File: src/core/irq_pkg.sv
// How it works
// - conversion end sets the converter-done flag
// - converter vectors only with global and own enable, stack not full
// - servicing converter clears its flag and the global enable
// - each time base sets its flag on divider overflow; vectors when enabled
// - servicing a time base clears its flag and the global enable
// - source select 00 system clock, 01 system clock over four, 1x sub clock
// - second time base period is two to the eight plus code prescaler clocks
// - unimplemented register bits read as zero
// - each timer module has compare-a and compare-p flags with enables
// - timer vectors need global, own and group enables, stack not full
// - timer service clears only group flag and global; software clears source
// - serial flag set on byte done, address match or bus timeout
// - serial service clears its flag and global; needs global and own enable
// - each uart flag is set by any of its six event pulses
// - uart service clears its flag and global; uart status left alone
// - low supply sets its flag; vectors through its group when enabled
// - low supply service clears only group flag and global enable
// - a group flag is set when any enabled member flag becomes set
// - any flag rising low to high raises wake, whatever the enables
// - return from interrupt sets the global enable again
package irq_pkg;
  localparam int ADDR_W     = 4;
  localparam int DATA_W     = 8;
  localparam int VEC_W      = 8;
  localparam int NUM_TB     = 2;
  localparam int NUM_TM     = 3;
  localparam int NUM_UART   = 2;
  localparam int NUM_GRP    = 3;
  localparam int UART_EVT_W = 6;
  localparam int SER_EVT_W  = 4;
  localparam int NUM_SRC    = 6;
  localparam int TML_W      = 2 * NUM_TM + 1;
  localparam int NUM_CAND   = NUM_GRP + NUM_SRC;
  localparam int SEL_W      = 4;
  localparam int CNT_W      = 15;

  // register indices
  localparam logic [ADDR_W-1:0] REG_PSC_A   = 4'h0;
  localparam logic [ADDR_W-1:0] REG_PSC_B   = 4'h1;
  localparam logic [ADDR_W-1:0] REG_TB_A    = 4'h2;
  localparam logic [ADDR_W-1:0] REG_TB_B    = 4'h3;
  localparam logic [ADDR_W-1:0] REG_GLOBAL  = 4'h4;
  localparam logic [ADDR_W-1:0] REG_SRC_EN  = 4'h5;
  localparam logic [ADDR_W-1:0] REG_SRC_FLG = 4'h6;
  localparam logic [ADDR_W-1:0] REG_GRP_EN  = 4'h7;
  localparam logic [ADDR_W-1:0] REG_GRP_FLG = 4'h8;
  localparam logic [ADDR_W-1:0] REG_TML_EN  = 4'h9;
  localparam logic [ADDR_W-1:0] REG_TML_FLG = 4'ha;

  // field positions
  localparam int TB_RUN_BIT = 7;
  localparam int TB_PER_W   = 3;
  localparam int PSC_SRC_W  = 2;
  localparam int PSC_SUB_BIT = 1;
  localparam int SRC_CONV  = 0;
  localparam int SRC_TBA   = 1;
  localparam int SRC_TBB   = 2;
  localparam int SRC_SER   = 3;
  localparam int SRC_UART0 = 4;
  localparam int LVD_BIT   = 6;
  localparam int LVD_GRP   = 1;
  localparam int GLOBAL_BIT = 0;

  localparam logic [PSC_SRC_W-1:0] PSC_SYS      = 2'h0;
  localparam logic [PSC_SRC_W-1:0] PSC_SYS_DIV4 = 2'h1;
  localparam logic [1:0]           DIV4_LAST    = 2'h3;
  localparam logic [CNT_W:0]       TB_BASE      = 16'h0100;
  localparam logic [CNT_W:0]       TB_ONE       = 16'h0001;
  localparam logic [DATA_W-1:0]    RD_NONE      = 8'h00;

  // candidate order is service priority, highest first
  localparam logic [VEC_W-1:0] VEC_TABLE [NUM_CAND] = '{
    8'h0c, 8'h10, 8'h14, 8'h18, 8'h1c, 8'h20, 8'h28, 8'h2c, 8'h30};
endpackage

File: src/core/irq_sources_time_base.sv
`timescale 1ns/100ps
`default_nettype none
module irq_sources_time_base
  import irq_pkg::*;
(
  input  wire logic                               clk_sys,
  input  wire logic                               reset,
  input  wire logic [ADDR_W-1:0]                  reg_addr,
  input  wire logic [DATA_W-1:0]                  reg_wdata,
  input  wire logic                               reg_write,
  input  wire logic                               reg_read,
  output var  logic [DATA_W-1:0]                  reg_rdata,
  input  wire logic                               conv_end,
  input  wire logic [NUM_TM-1:0]                  tm_match_a,
  input  wire logic [NUM_TM-1:0]                  tm_match_p,
  input  wire logic [SER_EVT_W-1:0]               serial_event,
  input  wire logic [NUM_UART-1:0][UART_EVT_W-1:0] uart_event,
  input  wire logic                               low_supply_detect,
  input  wire logic                               sub_clock,
  input  wire logic                               stack_full,
  input  wire logic                               irq_ack,
  input  wire logic                               return_from_interrupt,
  output var  logic                               irq_req,
  output var  logic [VEC_W-1:0]                   irq_vector,
  output var  logic                               wake
);

  logic [PSC_SRC_W-1:0] prescaler_source [NUM_TB];
  logic [NUM_TB-1:0]    timebase_run;
  logic [TB_PER_W-1:0]  timebase_period_sel [NUM_TB];
  logic                 global_irq_enable;
  logic [NUM_SRC-1:0]   src_en;
  logic [NUM_SRC-1:0]   src_flag;
  logic [NUM_GRP-1:0]   group_irq_enable;
  logic [NUM_GRP-1:0]   group_irq_flag;
  logic [TML_W-1:0]     tml_en;
  logic [TML_W-1:0]     tml_flag;
  logic [TML_W-1:0]     tml_act_prev;
  logic [NUM_SRC+NUM_GRP+TML_W-1:0] all_prev;
  logic [SEL_W-1:0]     irq_sel;
  logic [NUM_TB-1:0]    tb_ovf;

  // three-flop synchronisers for the sub clock and the detector
  logic [2:0] sub_sync;
  logic [2:0] lvd_sync;
  logic       sub_stable;
  logic       sub_prev;
  logic       lvd_stable;

  always_ff @(posedge clk_sys or posedge reset) begin
    if (reset) begin
      sub_sync <= '0;
      lvd_sync <= '0;
    end else begin
      sub_sync <= {sub_sync[1:0], sub_clock};
      lvd_sync <= {lvd_sync[1:0], low_supply_detect};
    end
  end

  always_ff @(posedge clk_sys or posedge reset) begin
    if (reset) begin
      sub_stable <= 1'b0;
      lvd_stable <= 1'b0;
      sub_prev   <= 1'b0;
    end else begin
      if (sub_sync[1] == sub_sync[2]) begin
        sub_stable <= sub_sync[2];
      end
      if (lvd_sync[1] == lvd_sync[2]) begin
        lvd_stable <= lvd_sync[2];
      end
      sub_prev <= sub_stable;
    end
  end

  wire logic sub_rise = sub_stable & ~sub_prev;

  function automatic logic hit(input logic [ADDR_W-1:0] idx);
    hit = reg_write && (reg_addr == idx);
  endfunction

  // time bases: prescaler select and power-of-two divider
  genvar t;
  generate
    for (t = 0; t < NUM_TB; t++) begin : g_tb
      logic [1:0]       div4;
      logic [CNT_W-1:0] count;
      logic             tick;
      logic [CNT_W-1:0] last;

      always_comb begin
        if (prescaler_source[t][PSC_SUB_BIT]) begin
          tick = sub_rise;
        end else if (prescaler_source[t] == PSC_SYS_DIV4) begin
          tick = (div4 == DIV4_LAST);
        end else begin
          tick = 1'b1;
        end
      end

      // last count before wrap is two to the eight plus code, minus one
      assign last = CNT_W'((TB_BASE << timebase_period_sel[t]) - TB_ONE);
      assign tb_ovf[t] = timebase_run[t] && tick && (count == last);

      always_ff @(posedge clk_sys or posedge reset) begin
        if (reset) begin
          div4  <= '0;
          count <= '0;
        end else begin
          div4 <= div4 + 2'h1;
          if (!timebase_run[t]) begin
            count <= '0;
          end else if (tick) begin
            count <= tb_ovf[t] ? '0 : count + CNT_W'(1);
          end
        end
      end

      always_ff @(posedge clk_sys or posedge reset) begin
        if (reset) begin
          prescaler_source[t]    <= PSC_SYS;
          timebase_run[t]        <= 1'b0;
          timebase_period_sel[t] <= '0;
        end else begin
          if (hit(REG_PSC_A + ADDR_W'(t))) begin
            prescaler_source[t] <= reg_wdata[PSC_SRC_W-1:0];
          end
          if (hit(REG_TB_A + ADDR_W'(t))) begin
            timebase_run[t]        <= reg_wdata[TB_RUN_BIT];
            timebase_period_sel[t] <= reg_wdata[TB_PER_W-1:0];
          end
        end
      end
    end
  endgenerate

  // source events
  logic [NUM_SRC-1:0] src_set;
  logic [TML_W-1:0]   tml_set;
  genvar u;
  generate
    for (u = 0; u < NUM_UART; u++) begin : g_uart
      assign src_set[SRC_UART0+u] = |uart_event[u];
    end
    for (u = 0; u < NUM_TM; u++) begin : g_tm
      assign tml_set[2*u]   = tm_match_a[u];
      assign tml_set[2*u+1] = tm_match_p[u];
    end
  endgenerate
  assign src_set[SRC_CONV] = conv_end;
  assign src_set[SRC_TBA]  = tb_ovf[0];
  assign src_set[SRC_TBB]  = tb_ovf[1];
  assign src_set[SRC_SER]  = |serial_event;
  assign tml_set[LVD_BIT]  = lvd_stable;

  // candidate priority pick
  logic [NUM_CAND-1:0] cand;
  logic [SEL_W-1:0]    pick;
  logic                service;
  logic [NUM_CAND-1:0] svc_hot;
  assign cand    = {src_flag & src_en, group_irq_flag & group_irq_enable};
  assign service = irq_req && irq_ack;
  assign svc_hot = service ? (NUM_CAND'(1) << irq_sel) : '0;

  always_comb begin
    pick = '0;
    for (int i = NUM_CAND - 1; i >= 0; i--) begin
      if (cand[i]) begin
        pick = SEL_W'(i);
      end
    end
  end

  logic next_irq_req;
  assign next_irq_req = global_irq_enable && (|cand) && !stack_full && !service;

  always_ff @(posedge clk_sys or posedge reset) begin
    if (reset) begin
      irq_req    <= 1'b0;
      irq_sel    <= '0;
      irq_vector <= '0;
    end else begin
      irq_req <= next_irq_req;
      if (next_irq_req) begin
        irq_sel    <= pick;
        irq_vector <= VEC_TABLE[pick];
      end
    end
  end

  // global enable
  always_ff @(posedge clk_sys or posedge reset) begin
    if (reset) begin
      global_irq_enable <= 1'b0;
    end else if (service) begin
      global_irq_enable <= 1'b0;
    end else if (return_from_interrupt) begin
      global_irq_enable <= 1'b1;
    end else if (hit(REG_GLOBAL)) begin
      global_irq_enable <= reg_wdata[GLOBAL_BIT];
    end
  end

  // enables
  always_ff @(posedge clk_sys or posedge reset) begin
    if (reset) begin
      src_en           <= '0;
      group_irq_enable <= '0;
      tml_en           <= '0;
    end else begin
      if (hit(REG_SRC_EN)) begin
        src_en <= reg_wdata[NUM_SRC-1:0];
      end
      if (hit(REG_GRP_EN)) begin
        group_irq_enable <= reg_wdata[NUM_GRP-1:0];
      end
      if (hit(REG_TML_EN)) begin
        tml_en <= reg_wdata[TML_W-1:0];
      end
    end
  end

  // direct source flags: write one to clear, service clears, set wins
  logic [NUM_SRC-1:0] src_wclr;
  assign src_wclr = (reg_write && reg_addr == REG_SRC_FLG) ? reg_wdata[NUM_SRC-1:0] : '0;

  always_ff @(posedge clk_sys or posedge reset) begin
    if (reset) begin
      src_flag <= '0;
    end else begin
      src_flag <= (src_flag & ~src_wclr & ~svc_hot[NUM_CAND-1:NUM_GRP]) | src_set;
    end
  end

  // timer and low supply flags: only software clears them
  logic [TML_W-1:0] tml_wclr;
  logic [TML_W-1:0] tml_act;
  logic [TML_W-1:0] tml_rise;
  assign tml_wclr = (reg_write && reg_addr == REG_TML_FLG) ? reg_wdata[TML_W-1:0] : '0;
  assign tml_act  = tml_flag & tml_en;
  assign tml_rise = tml_act & ~tml_act_prev;

  always_ff @(posedge clk_sys or posedge reset) begin
    if (reset) begin
      tml_flag     <= '0;
      tml_act_prev <= '0;
    end else begin
      tml_flag     <= (tml_flag & ~tml_wclr) | tml_set;
      tml_act_prev <= tml_act;
    end
  end

  // group flags
  logic [NUM_GRP-1:0] grp_set;
  logic [NUM_GRP-1:0] grp_wclr;
  genvar g;
  generate
    for (g = 0; g < NUM_GRP; g++) begin : g_grp
      if (g == LVD_GRP) begin : g_lvd
        assign grp_set[g] = tml_rise[2*g] | tml_rise[2*g+1] | tml_rise[LVD_BIT];
      end else begin : g_plain
        assign grp_set[g] = tml_rise[2*g] | tml_rise[2*g+1];
      end
    end
  endgenerate
  assign grp_wclr = (reg_write && reg_addr == REG_GRP_FLG) ? reg_wdata[NUM_GRP-1:0] : '0;

  always_ff @(posedge clk_sys or posedge reset) begin
    if (reset) begin
      group_irq_flag <= '0;
    end else begin
      group_irq_flag <= (group_irq_flag & ~grp_wclr & ~svc_hot[NUM_GRP-1:0]) | grp_set;
    end
  end

  // wake on any rising flag
  logic [NUM_SRC+NUM_GRP+TML_W-1:0] all_flags;
  assign all_flags = {tml_flag, group_irq_flag, src_flag};

  always_ff @(posedge clk_sys or posedge reset) begin
    if (reset) begin
      all_prev <= '0;
      wake     <= 1'b0;
    end else begin
      all_prev <= all_flags;
      wake     <= |(all_flags & ~all_prev);
    end
  end

  // read port
  logic [DATA_W-1:0] rd_mux;
  always_comb begin
    rd_mux = RD_NONE;
    unique case (reg_addr)
      REG_PSC_A:   rd_mux[PSC_SRC_W-1:0] = prescaler_source[0];
      REG_PSC_B:   rd_mux[PSC_SRC_W-1:0] = prescaler_source[1];
      REG_TB_A: begin
        rd_mux[TB_RUN_BIT]      = timebase_run[0];
        rd_mux[TB_PER_W-1:0]    = timebase_period_sel[0];
      end
      REG_TB_B: begin
        rd_mux[TB_RUN_BIT]      = timebase_run[1];
        rd_mux[TB_PER_W-1:0]    = timebase_period_sel[1];
      end
      REG_GLOBAL:  rd_mux[GLOBAL_BIT] = global_irq_enable;
      REG_SRC_EN:  rd_mux[NUM_SRC-1:0] = src_en;
      REG_SRC_FLG: rd_mux[NUM_SRC-1:0] = src_flag;
      REG_GRP_EN:  rd_mux[NUM_GRP-1:0] = group_irq_enable;
      REG_GRP_FLG: rd_mux[NUM_GRP-1:0] = group_irq_flag;
      REG_TML_EN:  rd_mux[TML_W-1:0] = tml_en;
      REG_TML_FLG: rd_mux[TML_W-1:0] = tml_flag;
      default:     rd_mux = RD_NONE;
    endcase
  end

  always_ff @(posedge clk_sys or posedge reset) begin
    if (reset) begin
      reg_rdata <= RD_NONE;
    end else begin
      reg_rdata <= reg_read ? rd_mux : RD_NONE;
    end
  end

  // checks
  property p_conv_set;
    @(posedge clk_sys) disable iff (reset) conv_end |=> src_flag[SRC_CONV];
  endproperty
  a_conv_set: assert property (p_conv_set) else $error("conv flag not set");

  property p_req_needs_global;
    @(posedge clk_sys) disable iff (reset)
      !global_irq_enable ##1 !$past(service) |-> !irq_req;
  endproperty
  a_req_needs_global: assert property (p_req_needs_global) else $error("req without global");

  property p_stack_full;
    @(posedge clk_sys) disable iff (reset) stack_full |=> !irq_req;
  endproperty
  a_stack_full: assert property (p_stack_full) else $error("req with stack full");

  property p_service_global;
    @(posedge clk_sys) disable iff (reset) service |=> !global_irq_enable ##0 !irq_req;
  endproperty
  a_service_global: assert property (p_service_global) else $error("global not cleared");

  property p_conv_service;
    @(posedge clk_sys) disable iff (reset)
      service && irq_sel == SEL_W'(NUM_GRP + SRC_CONV) && !conv_end |=> !src_flag[SRC_CONV];
  endproperty
  a_conv_service: assert property (p_conv_service) else $error("conv flag kept");

  property p_tb_flag;
    @(posedge clk_sys) disable iff (reset) tb_ovf[0] |=> src_flag[SRC_TBA];
  endproperty
  a_tb_flag: assert property (p_tb_flag) else $error("time base flag not set");

  property p_tb_stopped;
    @(posedge clk_sys) disable iff (reset) !timebase_run[1] |=> !$rose(src_flag[SRC_TBB]);
  endproperty
  a_tb_stopped: assert property (p_tb_stopped) else $error("stopped time base overflowed");

  property p_group_keeps_tm;
    @(posedge clk_sys) disable iff (reset)
      service && irq_sel < SEL_W'(NUM_GRP) && !hit(REG_TML_FLG) |=> (tml_flag & $past(tml_flag)) == $past(tml_flag);
  endproperty
  a_group_keeps_tm: assert property (p_group_keeps_tm) else $error("timer flag cleared");

  property p_wake;
    @(posedge clk_sys) disable iff (reset) $rose(src_flag[SRC_SER]) |=> wake;
  endproperty
  a_wake: assert property (p_wake) else $error("no wake on rising flag");

  property p_return_from_interrupt;
    @(posedge clk_sys) disable iff (reset)
      return_from_interrupt && !service |=> global_irq_enable;
  endproperty
  a_return_from_interrupt: assert property (p_return_from_interrupt) else $error("return_from_interrupt left global clear");

  property p_reserved_zero;
    @(posedge clk_sys) disable iff (reset)
      reg_read && reg_addr == REG_TB_B |=> reg_rdata[TB_RUN_BIT-1:TB_PER_W] == '0;
  endproperty
  a_reserved_zero: assert property (p_reserved_zero) else $error("reserved bits set");

endmodule
`default_nettype wire

File: config.mk
export PLATFORM = sky130hd
export DESIGN_NAME = irq_sources_time_base
export DESIGN_NICKNAME = d
export VERILOG_FILES = /design/src/core/irq_pkg.sv /design/src/core/irq_sources_time_base.sv
export SDC_FILE = /design/constraint.sdc
export NUM_CORES = 1
export LEC_CHECK = 0
export ABC_AREA = 1
export BUFFER_PORTS_ARGS = -buffer_cell sky130_fd_sc_hd__buf_4
export CAP_MARGIN = 20
export CORE_UTILIZATION = 54
export DETAILED_ROUTE_END_ITERATION = 10
export GPL_TIMING_DRIVEN = 0
export PLACE_DENSITY = 0.77
export SYNTH_ARGS = -nofsm -noshare
export SYNTH_HDL_FRONTEND = slang
export SYNTH_SLANG_ARGS = --single-unit
File: constraint.sdc
create_clock -name clk_sys -period 3.79 [get_ports clk_sys]
set_clock_uncertainty 0.1 [all_clocks]
set_input_delay 0.1895 -clock clk_sys [delete_from_list [all_inputs] [get_ports clk_sys]]
set_output_delay 0.1895 -clock clk_sys [all_outputs]
set_load 0.02 [all_outputs]
Word level (Yosys, flattened, before mapping)
Memories as Yosys holds them, arrays and structs flattened. A register that Yosys moved wholly into a read port is not among the register bits.
Index checks and enable logic that the tools add are counted.
{"block": "word_totals", "register_bits": 125, "latch_bits": 0, "ram_bits": 0, "romBits": 128, "input_bits": 44, "output_inout_bits": 18, "mem_count": 1}
{"block": "op_classes", "addsub": 6, "multipliers": 0, "div": 0, "magnitude_cmp": 0, "n_eq_ne": 20, "n_shift": 3, "n_mux": 33, "bitwise_logic": 27, "n_reduce_logical": 28}
{"memory": "(no name shown)", "words": 16, "width": 8, "read_ports": 1, "rd_ports_with_merged_regs": 1, "wr": 0, "line": "irq_sources_time_base.sv:186", "text": "irq_vector <= VEC_TABLE[pick];"}
{"operator": "15-bit two-way mux", "n": 6}
{"operator": "4-bit two-way mux", "n": 9}
{"operator": "15-bit by 1-bit adder with 15-bit output, second input constant", "n": 2}
{"operator": "15-bit == test", "n": 2}
{"operator": "9-bit by 3-bit left shift with 15-bit output, first input constant", "n": 2}
{"operator": "15-bit by 1-bit subtractor with 15-bit output, second input constant", "n": 2}
{"operator": "7-bit AND", "n": 3}
{"operator": "1-bit logical AND", "n": 19}
{"operator": "6-bit AND", "n": 3}
{"operator": "16-bit AND", "n": 1}
{"operator": "4-bit by 3-bit == test with 1-bit output, second input constant", "n": 4}
{"operator": "16-bit inverter", "n": 1}
{"operator": "16-bit OR reduction", "n": 1}
{"operator": "7-bit inverter", "n": 2}
{"operator": "4-bit == test, second input constant", "n": 3}
{"operator": "6-bit inverter", "n": 2}
{"operator": "3-bit one-hot mux with 4 select lines", "n": 1}
{"operator": "6-bit OR reduction", "n": 2}
{"operator": "1-bit one-hot mux with 11 select lines", "n": 1}
{"operator": "1-bit one-hot mux with 10 select lines", "n": 1}
{"operator": "3-bit AND", "n": 3}
{"operator": "9-bit two-way mux", "n": 1}
{"operator": "9-bit OR reduction", "n": 1}
{"operator": "1-bit by 4-bit left shift with 9-bit output, first input constant", "n": 1}
{"operator": "26 further kinds", "n": 44}

Depth between registers and ports, before layout
Gate-level depths: netlist (run 1).
{"block": "logic_depth", "ltp_word": 11, "ltp_mapped": 13}

Worst setup path after synthesis (run 1)
Ideal clock, no wire load.
{"block": "synth_path", "path_kind": "register to register", "start": "register g_tb[1].count[0]", "end": "register g_tb[1].count[5]", "arrival_time_ns": 1.414, "required_time_ns": 3.568, "setup_slack_ns": 2.154, "path_stages_with_launch": 10, "synth_period_minus_slack_ns": 1.636, "cell_sequence": "dfrtp_1 ha_1 nand3_2 nor3_4 nand2_2 nor2_4 nand2_4 nand2_4 buf_12 o21ai_2"}
{"block": "synth_between", "elab_chain_cells": 5}
{"item": "start, declared", "line": "irq_sources_time_base.sv:87", "text": "logic [CNT_W-1:0] count;"}
{"item": "start signal, assigned", "line": "irq_sources_time_base.sv:114", "text": "count <= tb_ovf[t] ? '0 : count + CNT_W'(1);"}
{"item": "parallel branches: the longest is 2 deep, another holds 15-bit by 1-bit adder with 15-bit output"}
{"item": "15-bit two-way mux (*)", "line": "irq_sources_time_base.sv:114"}
{"item": "15-bit two-way mux (*)", "line": "irq_sources_time_base.sv:113", "text": "end else if (tick) begin"}
{"item": "15-bit two-way mux (*)", "line": "irq_sources_time_base.sv:111", "text": "if (!timebase_run[t]) begin"}
Every way passes the cells marked *. The select of a mux whose other input is x is not followed.
A chain may end at the register's enable or synchronous reset.

Worst setup path after layout (run 1)
{"block": "layout_path", "start": "input port uart_event[10] in the netlist's numbering", "end": "register src_flag[5]"}
{"block": "layout_between", "elab_chain_cells": 2}
{"item": "start, declared", "line": "irq_sources_time_base.sv:17", "text": "input wire logic [NUM_UART-1:0][UART_EVT_W-1:0] uart_event,"}
{"item": "6-bit OR reduction", "line": "irq_sources_time_base.sv:143", "text": "assign src_set[SRC_UART0+u] = |uart_event[u];"}
{"item": "6-bit bitwise OR", "line": "irq_sources_time_base.sv:231", "text": "src_flag <= (src_flag & ~src_wclr & ~svc_hot[NUM_CAND-1:NUM_GRP]) | src_set;"}
{"item": "end signal, assigned", "line": "irq_sources_time_base.sv:231"}
{"item": "end, declared", "line": "irq_sources_time_base.sv:33", "text": "logic [NUM_SRC-1:0] src_flag;"}
No other way between the ends.

==> qor.csv, run 1 <==
stage,metric,value,unit
setup_path,cp_max_fo,1,
detailed_routing,via_per_inst,5.43,
hold_path,min_path_cells,4,
cts,cts_setup_buffers,0,
yosys,synth_top_area_frac,0.507,
placement,gp_congestion,0.888,
hold_path,min_from,reg_write,
power,cellPowerDensity,531,mW/mm^2
power,vdd_drop_max,0.405,mV
cts,cts_tree,built,
setup_path,worstPathRequired,4.00,ns
sta,finalSetupViolCount,0,
global_routing,grt_pass1_vias,5505,
setup_path,rrSetupSlack,1.87,ns
die,ios,62,
finish,final_cells,1039,
cts,root_buffer,clkbuf_16,
sta,hold_ws,0.0271,ns
sta,final_max_slew_viol_count,0,
detailed_routing,drt_wl_total,15200,um
finish,layout.nets,936,
placement,dpl.hpwl,10400,um
status,run_status,completed,
hold_path,hold_path.class,in2reg,
hold_path,min_to,tml_en[4],
cts,clock_path_buffers,2,
yosys,syn_area_per_cell,8.19,um^2
setup_path,timing.rr.end,g_tb[0].count[3],
sta,tightest_slew,0.561,ns
placement,placed_cells,981,
sta,hold_viol_final,0,
setup_path,r2r_cells,9,
yosys,yosys_warnings,0,
cts,clock_sinks,129,
detailed_routing,vias,5641,
sta,rsz0062_at_grt,no,
yosys,synth_area,0.00636,mm^2
global_routing,track_usage,0.268,
cts,numCtsBuffers,17,
die,initial_utilization,0.555,
sta,finalCritPeriodShare,0.507,
flow_run,drv_cap,0,
die,dieArea,0.0122,mm^2
yosys,synth.top_cells.by_count,"228 x nand2_1, 129 x dfrtp_1, 89 x inv_1",
sta,timing.slew.headroom,0.626,
placement,io_buffers,57,
cts,clkLatencyLatePin,0.42,ns
detailed_routing,wl_per_cell,14.7,um
yosys,synth_largest_area_cell,dfrtp_1,
die,die_h,111,um
die,core_area,0.0115,mm^2
die,fp.dieW,111,um
yosys,synth_edf_count,0,
yosys,yosysMostFrequentCell,nand2_1,
yosys,synth_top_flop_cell,dfrtp_1,
detailed_routing,post-route-drc-count,0,
detailed_routing,dr.pass1.iters,7,
global_routing,gr-total-overflow,0,
setup_path,arrival,2.13,ns
yosys,synthTopCellsByArea,"dfrtp_1 51%, nand2_1 13%, inv_1 5.2%",
sta,min_period,1.92,ns
finish,areaGrowthSynthToFinish,24.3,%
global_routing,grt_pass1_wl,25900,um
setup_path,critPathKind,in2reg,
power,finalPower,4.20,mW
yosys,netlist_instances,777,
detailed_routing,drt_iter0_markers,487,
setup_path,timing.rr.start,g_tb[0].count[0],
setup_path,worstSetupStartpointType,primary input,
setup_path,end_kind,flop,
detailed_routing,ant_nets,0,
finish,post-route-util,0.690,
global_routing,antenna_found_initial,0,
cts,clk_pin_slew_worst_paths,0.06,ns
sta,tns,0,ns
power,p_leak,4.00,nW
yosys,synth_seq_area_share,0.507,
finish,n_antenna_cell,0,
global_routing,grt_max_degree,85,
finish,post_route_cells_drive_above_1_share,0.154,
yosys,async_reset_ff_frac,1.00,
yosys,yosys.cell_types.count,43,
sta,max_freq,521,MHz
die,num_rows,39,
yosys,ys_seq_elements,129,
cts,h-tree-depth,4,
==> metal layers <==
metal  part of all wire  GRT usage
met1               0.44      0.342
met2               0.48      0.435
met3              0.057     0.0653
met4              0.024      0.116
met5                  0          0
==> layout by cell type, fill, tap and decap left out, types with 3 or more instances in the layout <==
cell type / netlist / routed
clkbuf_16: 0 / 17
o21ai_2: 11 / 11
nand3_1: 54 / 54
o21ai_1: 24 / 24
inv_1: 89 / 88
buf_4: 7 / 64
nand2_1: 228 / 228
clkbuf_1: 2 / 4
buf_2: 5 / 5
clkinv_1: 3 / 3
a41oi_1: 3 / 3
nor2_1: 63 / 63
o22ai_1: 13 / 13
a21oi_1: 10 / 10
o21ai_0: 34 / 34
nand4_1: 9 / 9
nor4_1: 5 / 5
dfrtp_1: 129 / 129
bufinv_16: 0 / 4
o21bai_1: 13 / 13
ha_1: 7 / 7
xor2_1: 13 / 13
dlygate4sd3_1: 0 / 28
conb_1: 1 / 4
xnor2_1: 5 / 5
o221ai_1: 4 / 4
nor3_1: 7 / 7
inv_2: 11 / 11
nand3_2: 3 / 3
==> report_power, final <==
part / leakage, nW / switching (mW) / internal [mW]
logic: 2.14 / 0.477 / 0.301
registers: 1.56 / 0.137 / 1.56
clock network: 0.295 / 0.597 / 1.13
total: 4.00 / 1.21 / 2.99
==> worst max-delay path: stages <==
cell           delay (ns)
dlygate4sd3_1        0.54
buf_4                0.14
nor2_1               0.06
dlygate4sd3_1        0.56
nand3_1              0.07
dlygate4sd3_1        0.56
==> repair_timing <==
item | in CTS | in global routing
hold endpoints to repair | 71 | 0
resized for setup | 0 | 0
endpoints found under the setup margin | 0 | 0
hold buffers | 28 | 0
==> registers in the layout, indices dropped and copies added (netlist names), 2 cells and up <==
register,cells
sub_sync,3
g_tb.div4,4
timebase_run,2
group_irq_flag,3
tml_en,7
prescaler_source,4
reg_rdata,8
timebase_period_sel,6
tml_flag,7
src_en,6
tml_act_prev,7
irq_vector,4
irq_sel,4
group_irq_enable,3
all_prev,16
lvd_sync,3
g_tb.count,30
src_flag,6
==> cell type report <==
| cell class | count | area, um^2 |
|---|---|---|
| Fill cell | 889 | 3550 |
| Timing Repair Buffer | 86 | 736 |
| Clock buffer | 21 | 460 |
| Inverter | 103 | 392 |
| Tap cell | 143 | 179 |
| Multi-Input combinational cell | 532 | 2640 |
| Sequential cell | 129 | 3230 |
| Clock inverter | 9 | 158 |
| Buffer | 16 | 116 |
==> how the worst max path moves through the flow <==
| stage | from | slack, ns | to |
|---|---|---|---|
| after CTS | g_tb[0].count[0] | 1.89 | g_tb[0].count[14] |
| final | uart_event[10] | 1.87 | src_flag[5] |
| after global routing | g_tb[0].count[0] | 1.74 | g_tb[0].count[12] |
| after detailed placement | g_tb[0].count[0] | 1.91 | g_tb[0].count[5] |
| after floorplan | reset | 0.06 | all_prev[0] |
| after global placement | reset | -1.22 | irq_vector[4] |
==> cell families (layout without fill, tap and decap cells) <==
kind of cell / after synthesis / count (layout) / synth area share
AO/OA/AOI/OAI: 117 / 117 / 0.112
flip-flops: 129 / 129 / 0.507
other: 1 / 4 / 0.000589
buffers and inverters: 119 / 235 / 0.0790
XOR/XNOR: 18 / 18 / 0.0248
AND/OR/NAND/NOR: 384 / 384 / 0.259
adder cells (fa/ha/maj): 9 / 9 / 0.0169
==> metrics by stage <==
step | cell area (um^2) | worst slack, ns
floorplan | 6370 | 0.0595
global placement | 6980 | -1.22
detailed placement | 7010 | 1.91
CTS | 7910 | 1.89
global route | 7910 | 1.74
finish | 7910 | 1.87
No activity file was read; power rests on OpenSTA's default activity.
==> run 2: changes to the inputs <==
CORE_UTILIZATION = 55   (was 54)
PLACE_DENSITY = 0.75   (was 0.77)
clock period = 1.8 ns   (was 3.79 ns; I/O delays follow)
==> run 2 against run 1 <==
Against the previous run: first-iteration DRC count shrank 23%; critical endpoint is now irq_vector[2]; core utilization grew 4.8 points; setup slack lost 1.8 ns; largest power group is now sequential cells; die area shrank 1.8%; global-route usage grew 2.4 points; final area grew 3.3%.
==> qor.csv, run 2 (synthesized netlist as in run 1, its figures left out) <==
stage,metric,value,unit,change
finish,finalInstanceArea,0.00817,mm^2,was 0.00791 mm^2
sta,finalSetupViolCount,0,,unchanged
die,dieArea,0.0120,mm^2,was 0.0122 mm^2
power,internal_power,6.19,mW,was 2.99 mW
finish,largestRegisters,"g_tb.count: 30 flops, all_prev: 16 flops, reg_rdata: 8 flops",,unchanged
finish,largest_reg_flops,30,,unchanged
placement,gp_congestion,0.969,,was 0.888
hold_path,hold_path.class,in2reg,,unchanged
global_routing,antenna_found_initial,0,,unchanged
placement,io_buffers,57,,unchanged
finish,post_route_cells_drive_above_1_share,0.185,,was 0.154
setup_path,critPathKind,reg2reg,,was in2reg
sta,hold_ws,0.0605,ns,was 0.0271 ns
global_routing,gr-total-overflow,0,,unchanged
placement,placed_cell_area,0.00704,mm^2,was 0.00701 mm^2
sta,timing.slew.headroom,0.582,,was 0.626
cts,h-tree-depth,4,,unchanged
finish,layout_common_cells,"222 x nand2_1, 128 x dfrtp_1, 88 x inv_1",,"was 228 x nand2_1, 129 x dfrtp_1, 88 x inv_1"
power,p_seq_frac,0.401,,was 0.404
detailed_routing,drt_iter0_markers,377,,was 487
detailed_routing,dr.pass1.iters,5,,was 7
cts,clkLatencyLatePin,0.43,ns,was 0.42 ns
detailed_routing,ant_nets,0,,unchanged
power,cellPowerDensity,1090,mW/mm^2,was 531 mW/mm^2
sta,max_freq,578,MHz,
die,num_rows,38,,was 39
sta,finalCritPeriodShare,0.961,,
die,ios,62,,unchanged
power,p_comb_frac,0.205,,was 0.185
power,finalPower,8.95,mW,was 4.20 mW
placement,dpl_worst_slack,-0.0564,ns,was 1.91 ns
finish,final_common_cell,nand2_1,,unchanged
die,initial_utilization,0.574,,was 0.555
flow_run,drv_cap,0,,unchanged
sta,fin_ws,0.0704,ns,was 1.87 ns
cts,root_buffer,clkbuf_16,,unchanged
cts,clk_pin_slew_worst_paths,0.06,ns,about the same
power,p_leak,4.10,nW,was 4.00 nW
sta,tns,0,ns,unchanged
finish,n_antenna_cell,0,,unchanged
die,core_area,0.0111,mm^2,was 0.0115 mm^2
global_routing,track_usage,0.291,,was 0.268
setup_path,end_kind,flop,,unchanged
setup_path,cp_max_fo,4,,was 1
power,power.switching,2.75,mW,was 1.21 mW
sta,hold_viol_final,0,,unchanged
detailed_routing,post-route-drc-count,0,,unchanged
placement,dpl.hpwl,11000,um,"was 10,400 um"
power,switching_share,0.308,,was 0.288
global_routing,grt_max_degree,43,,was 85
global_routing,grt_pass1_vias,5527,,"was 5,505"
finish,areaGrowthSynthToFinish,28.4,%,was 24.3%
detailed_routing,via_per_inst,5.41,,was 5.43
finish,top_register,g_tb.count,,unchanged
finish,layout.nets,955,,was 936
finish,multi_input_area,0.00273,mm^2,was 0.00264 mm^2
cts,clock_path_buffers,2,,unchanged
detailed_routing,wl_per_cell,15.3,um,was 14.7 um
die,die_h,110,um,was 111 um
setup_path,arrival,1.99,ns,was 2.13 ns
finish,seq_area,0.00323,mm^2,about the same
power,vdd_drop_max,1.01,mV,was 0.405 mV
power,clkPwrFrac,0.395,,was 0.411
die,fp.dieW,110,um,was 111 um
sta,final_max_slew_viol_count,0,,unchanged
detailed_routing,vias,5723,,"was 5,641"
cts,cts_tree,built,,unchanged
cts,numCtsBuffers,17,,unchanged
global_routing,grt_pass1_wl,26300,um,"was 25,900 um"
cts,clock_sinks,129,,unchanged
status,run_status,completed,,unchanged
setup_path,worstSetupStartpointType,flop,,was primary input
finish,fillerInstances,818,,was 889
sta,tightest_slew,0.621,ns,was 0.561 ns
setup_path,worstPathRequired,2.06,ns,was 4.00 ns
detailed_routing,drt_wl_total,16200,um,"was 15,200 um"
sta,min_period,1.73,ns,
sta,rsz0062_at_grt,yes,,was no
run 2: cell count changes in the layout (fill, tap and decap cells not counted), sizes merged:
cell,delta
dlygate4sd3,+8
inv,+4
clkinvlp,+2
clkinv,-1
clkbuf,-1
buf,+11
bufinv,-2
run 2: final cells by class:
cell class,count,area share
sequential,129,0.395
clock inverter,12,0.0179
timing repair buffer,105,0.112
multi-input combinational,532,0.334
tap,140,0.0214
inverter,103,0.0478
buffer,16,0.0142
clock buffer,20,0.0571
run 2: final timing paths:
path | from | to | slack (ns) | cells past startpoint
worst min-delay path | reg_addr[1] | reg_rdata[4] | 0.06 | 4
worst min register to register | sub_sync[0] | sub_sync[1] | 0.26 | 0
min in group asynchronous | reset | tml_flag[1] | 0.14 | 3
max in group asynchronous | reset | src_flag[4] | 0.67 | 5
worst max-delay path | src_en[2] | irq_vector[2] | 0.07 | 8
worst max register to register | src_en[2] | irq_vector[2] | 0.07 | 8
run 2: worst max-delay path, stage by stage (launching register included):
cell and delay, ns:
dfrtp_1 0.41, nand2_1 0.13, nand2_1 0.10, a21oi_1 0.23
o21bai_2 0.17, ha_4 0.27, a21oi_1 0.13, nand2_1 0.06
nand2_1 0.06
run 2: power by group through the flow:
stage	sequential [mW]	clock [mW]	combinational, mW
4_1_cts	3.57	3.57	1.69
6_report	3.58	3.53	1.83
5_1_grt	3.63	3.69	2.03
3_3_place_gp	3.60	0	1.54
3_5_place_dp	3.61	0	1.61
2_1_floorplan	3.62	0	1.02
run 2: what timing repair did:
| action | 4_1_cts | 5_1_grt |
|---|---|---|
| setup buffers | 2 | 7 |
| endpoints found under the setup margin | 22 | 30 |
| hold buffers | 36 | 2 |
| endpoints found under the hold margin | 121 | 1 |
| pin swaps | 2 | 4 |
| gates resized for setup | 2 | 19 |
run 2: per-layer routing:
metal / part of all wire / wire length (um) / track usage
met3: 0.048 / 773 / 0.0599
met4: 0.025 / 398 / 0.119
met5: 0 / 0 / 0
met2: 0.49 / 7900 / 0.479
met1: 0.44 / 7110 / 0.377
run 2: stage by stage:
step	cells	util
after CTS	1050	0.726
after floorplan	780	-
after detailed placement	980	0.636
final	1057	0.738
after global routing	1057	0.738
after global placement	977	0.630
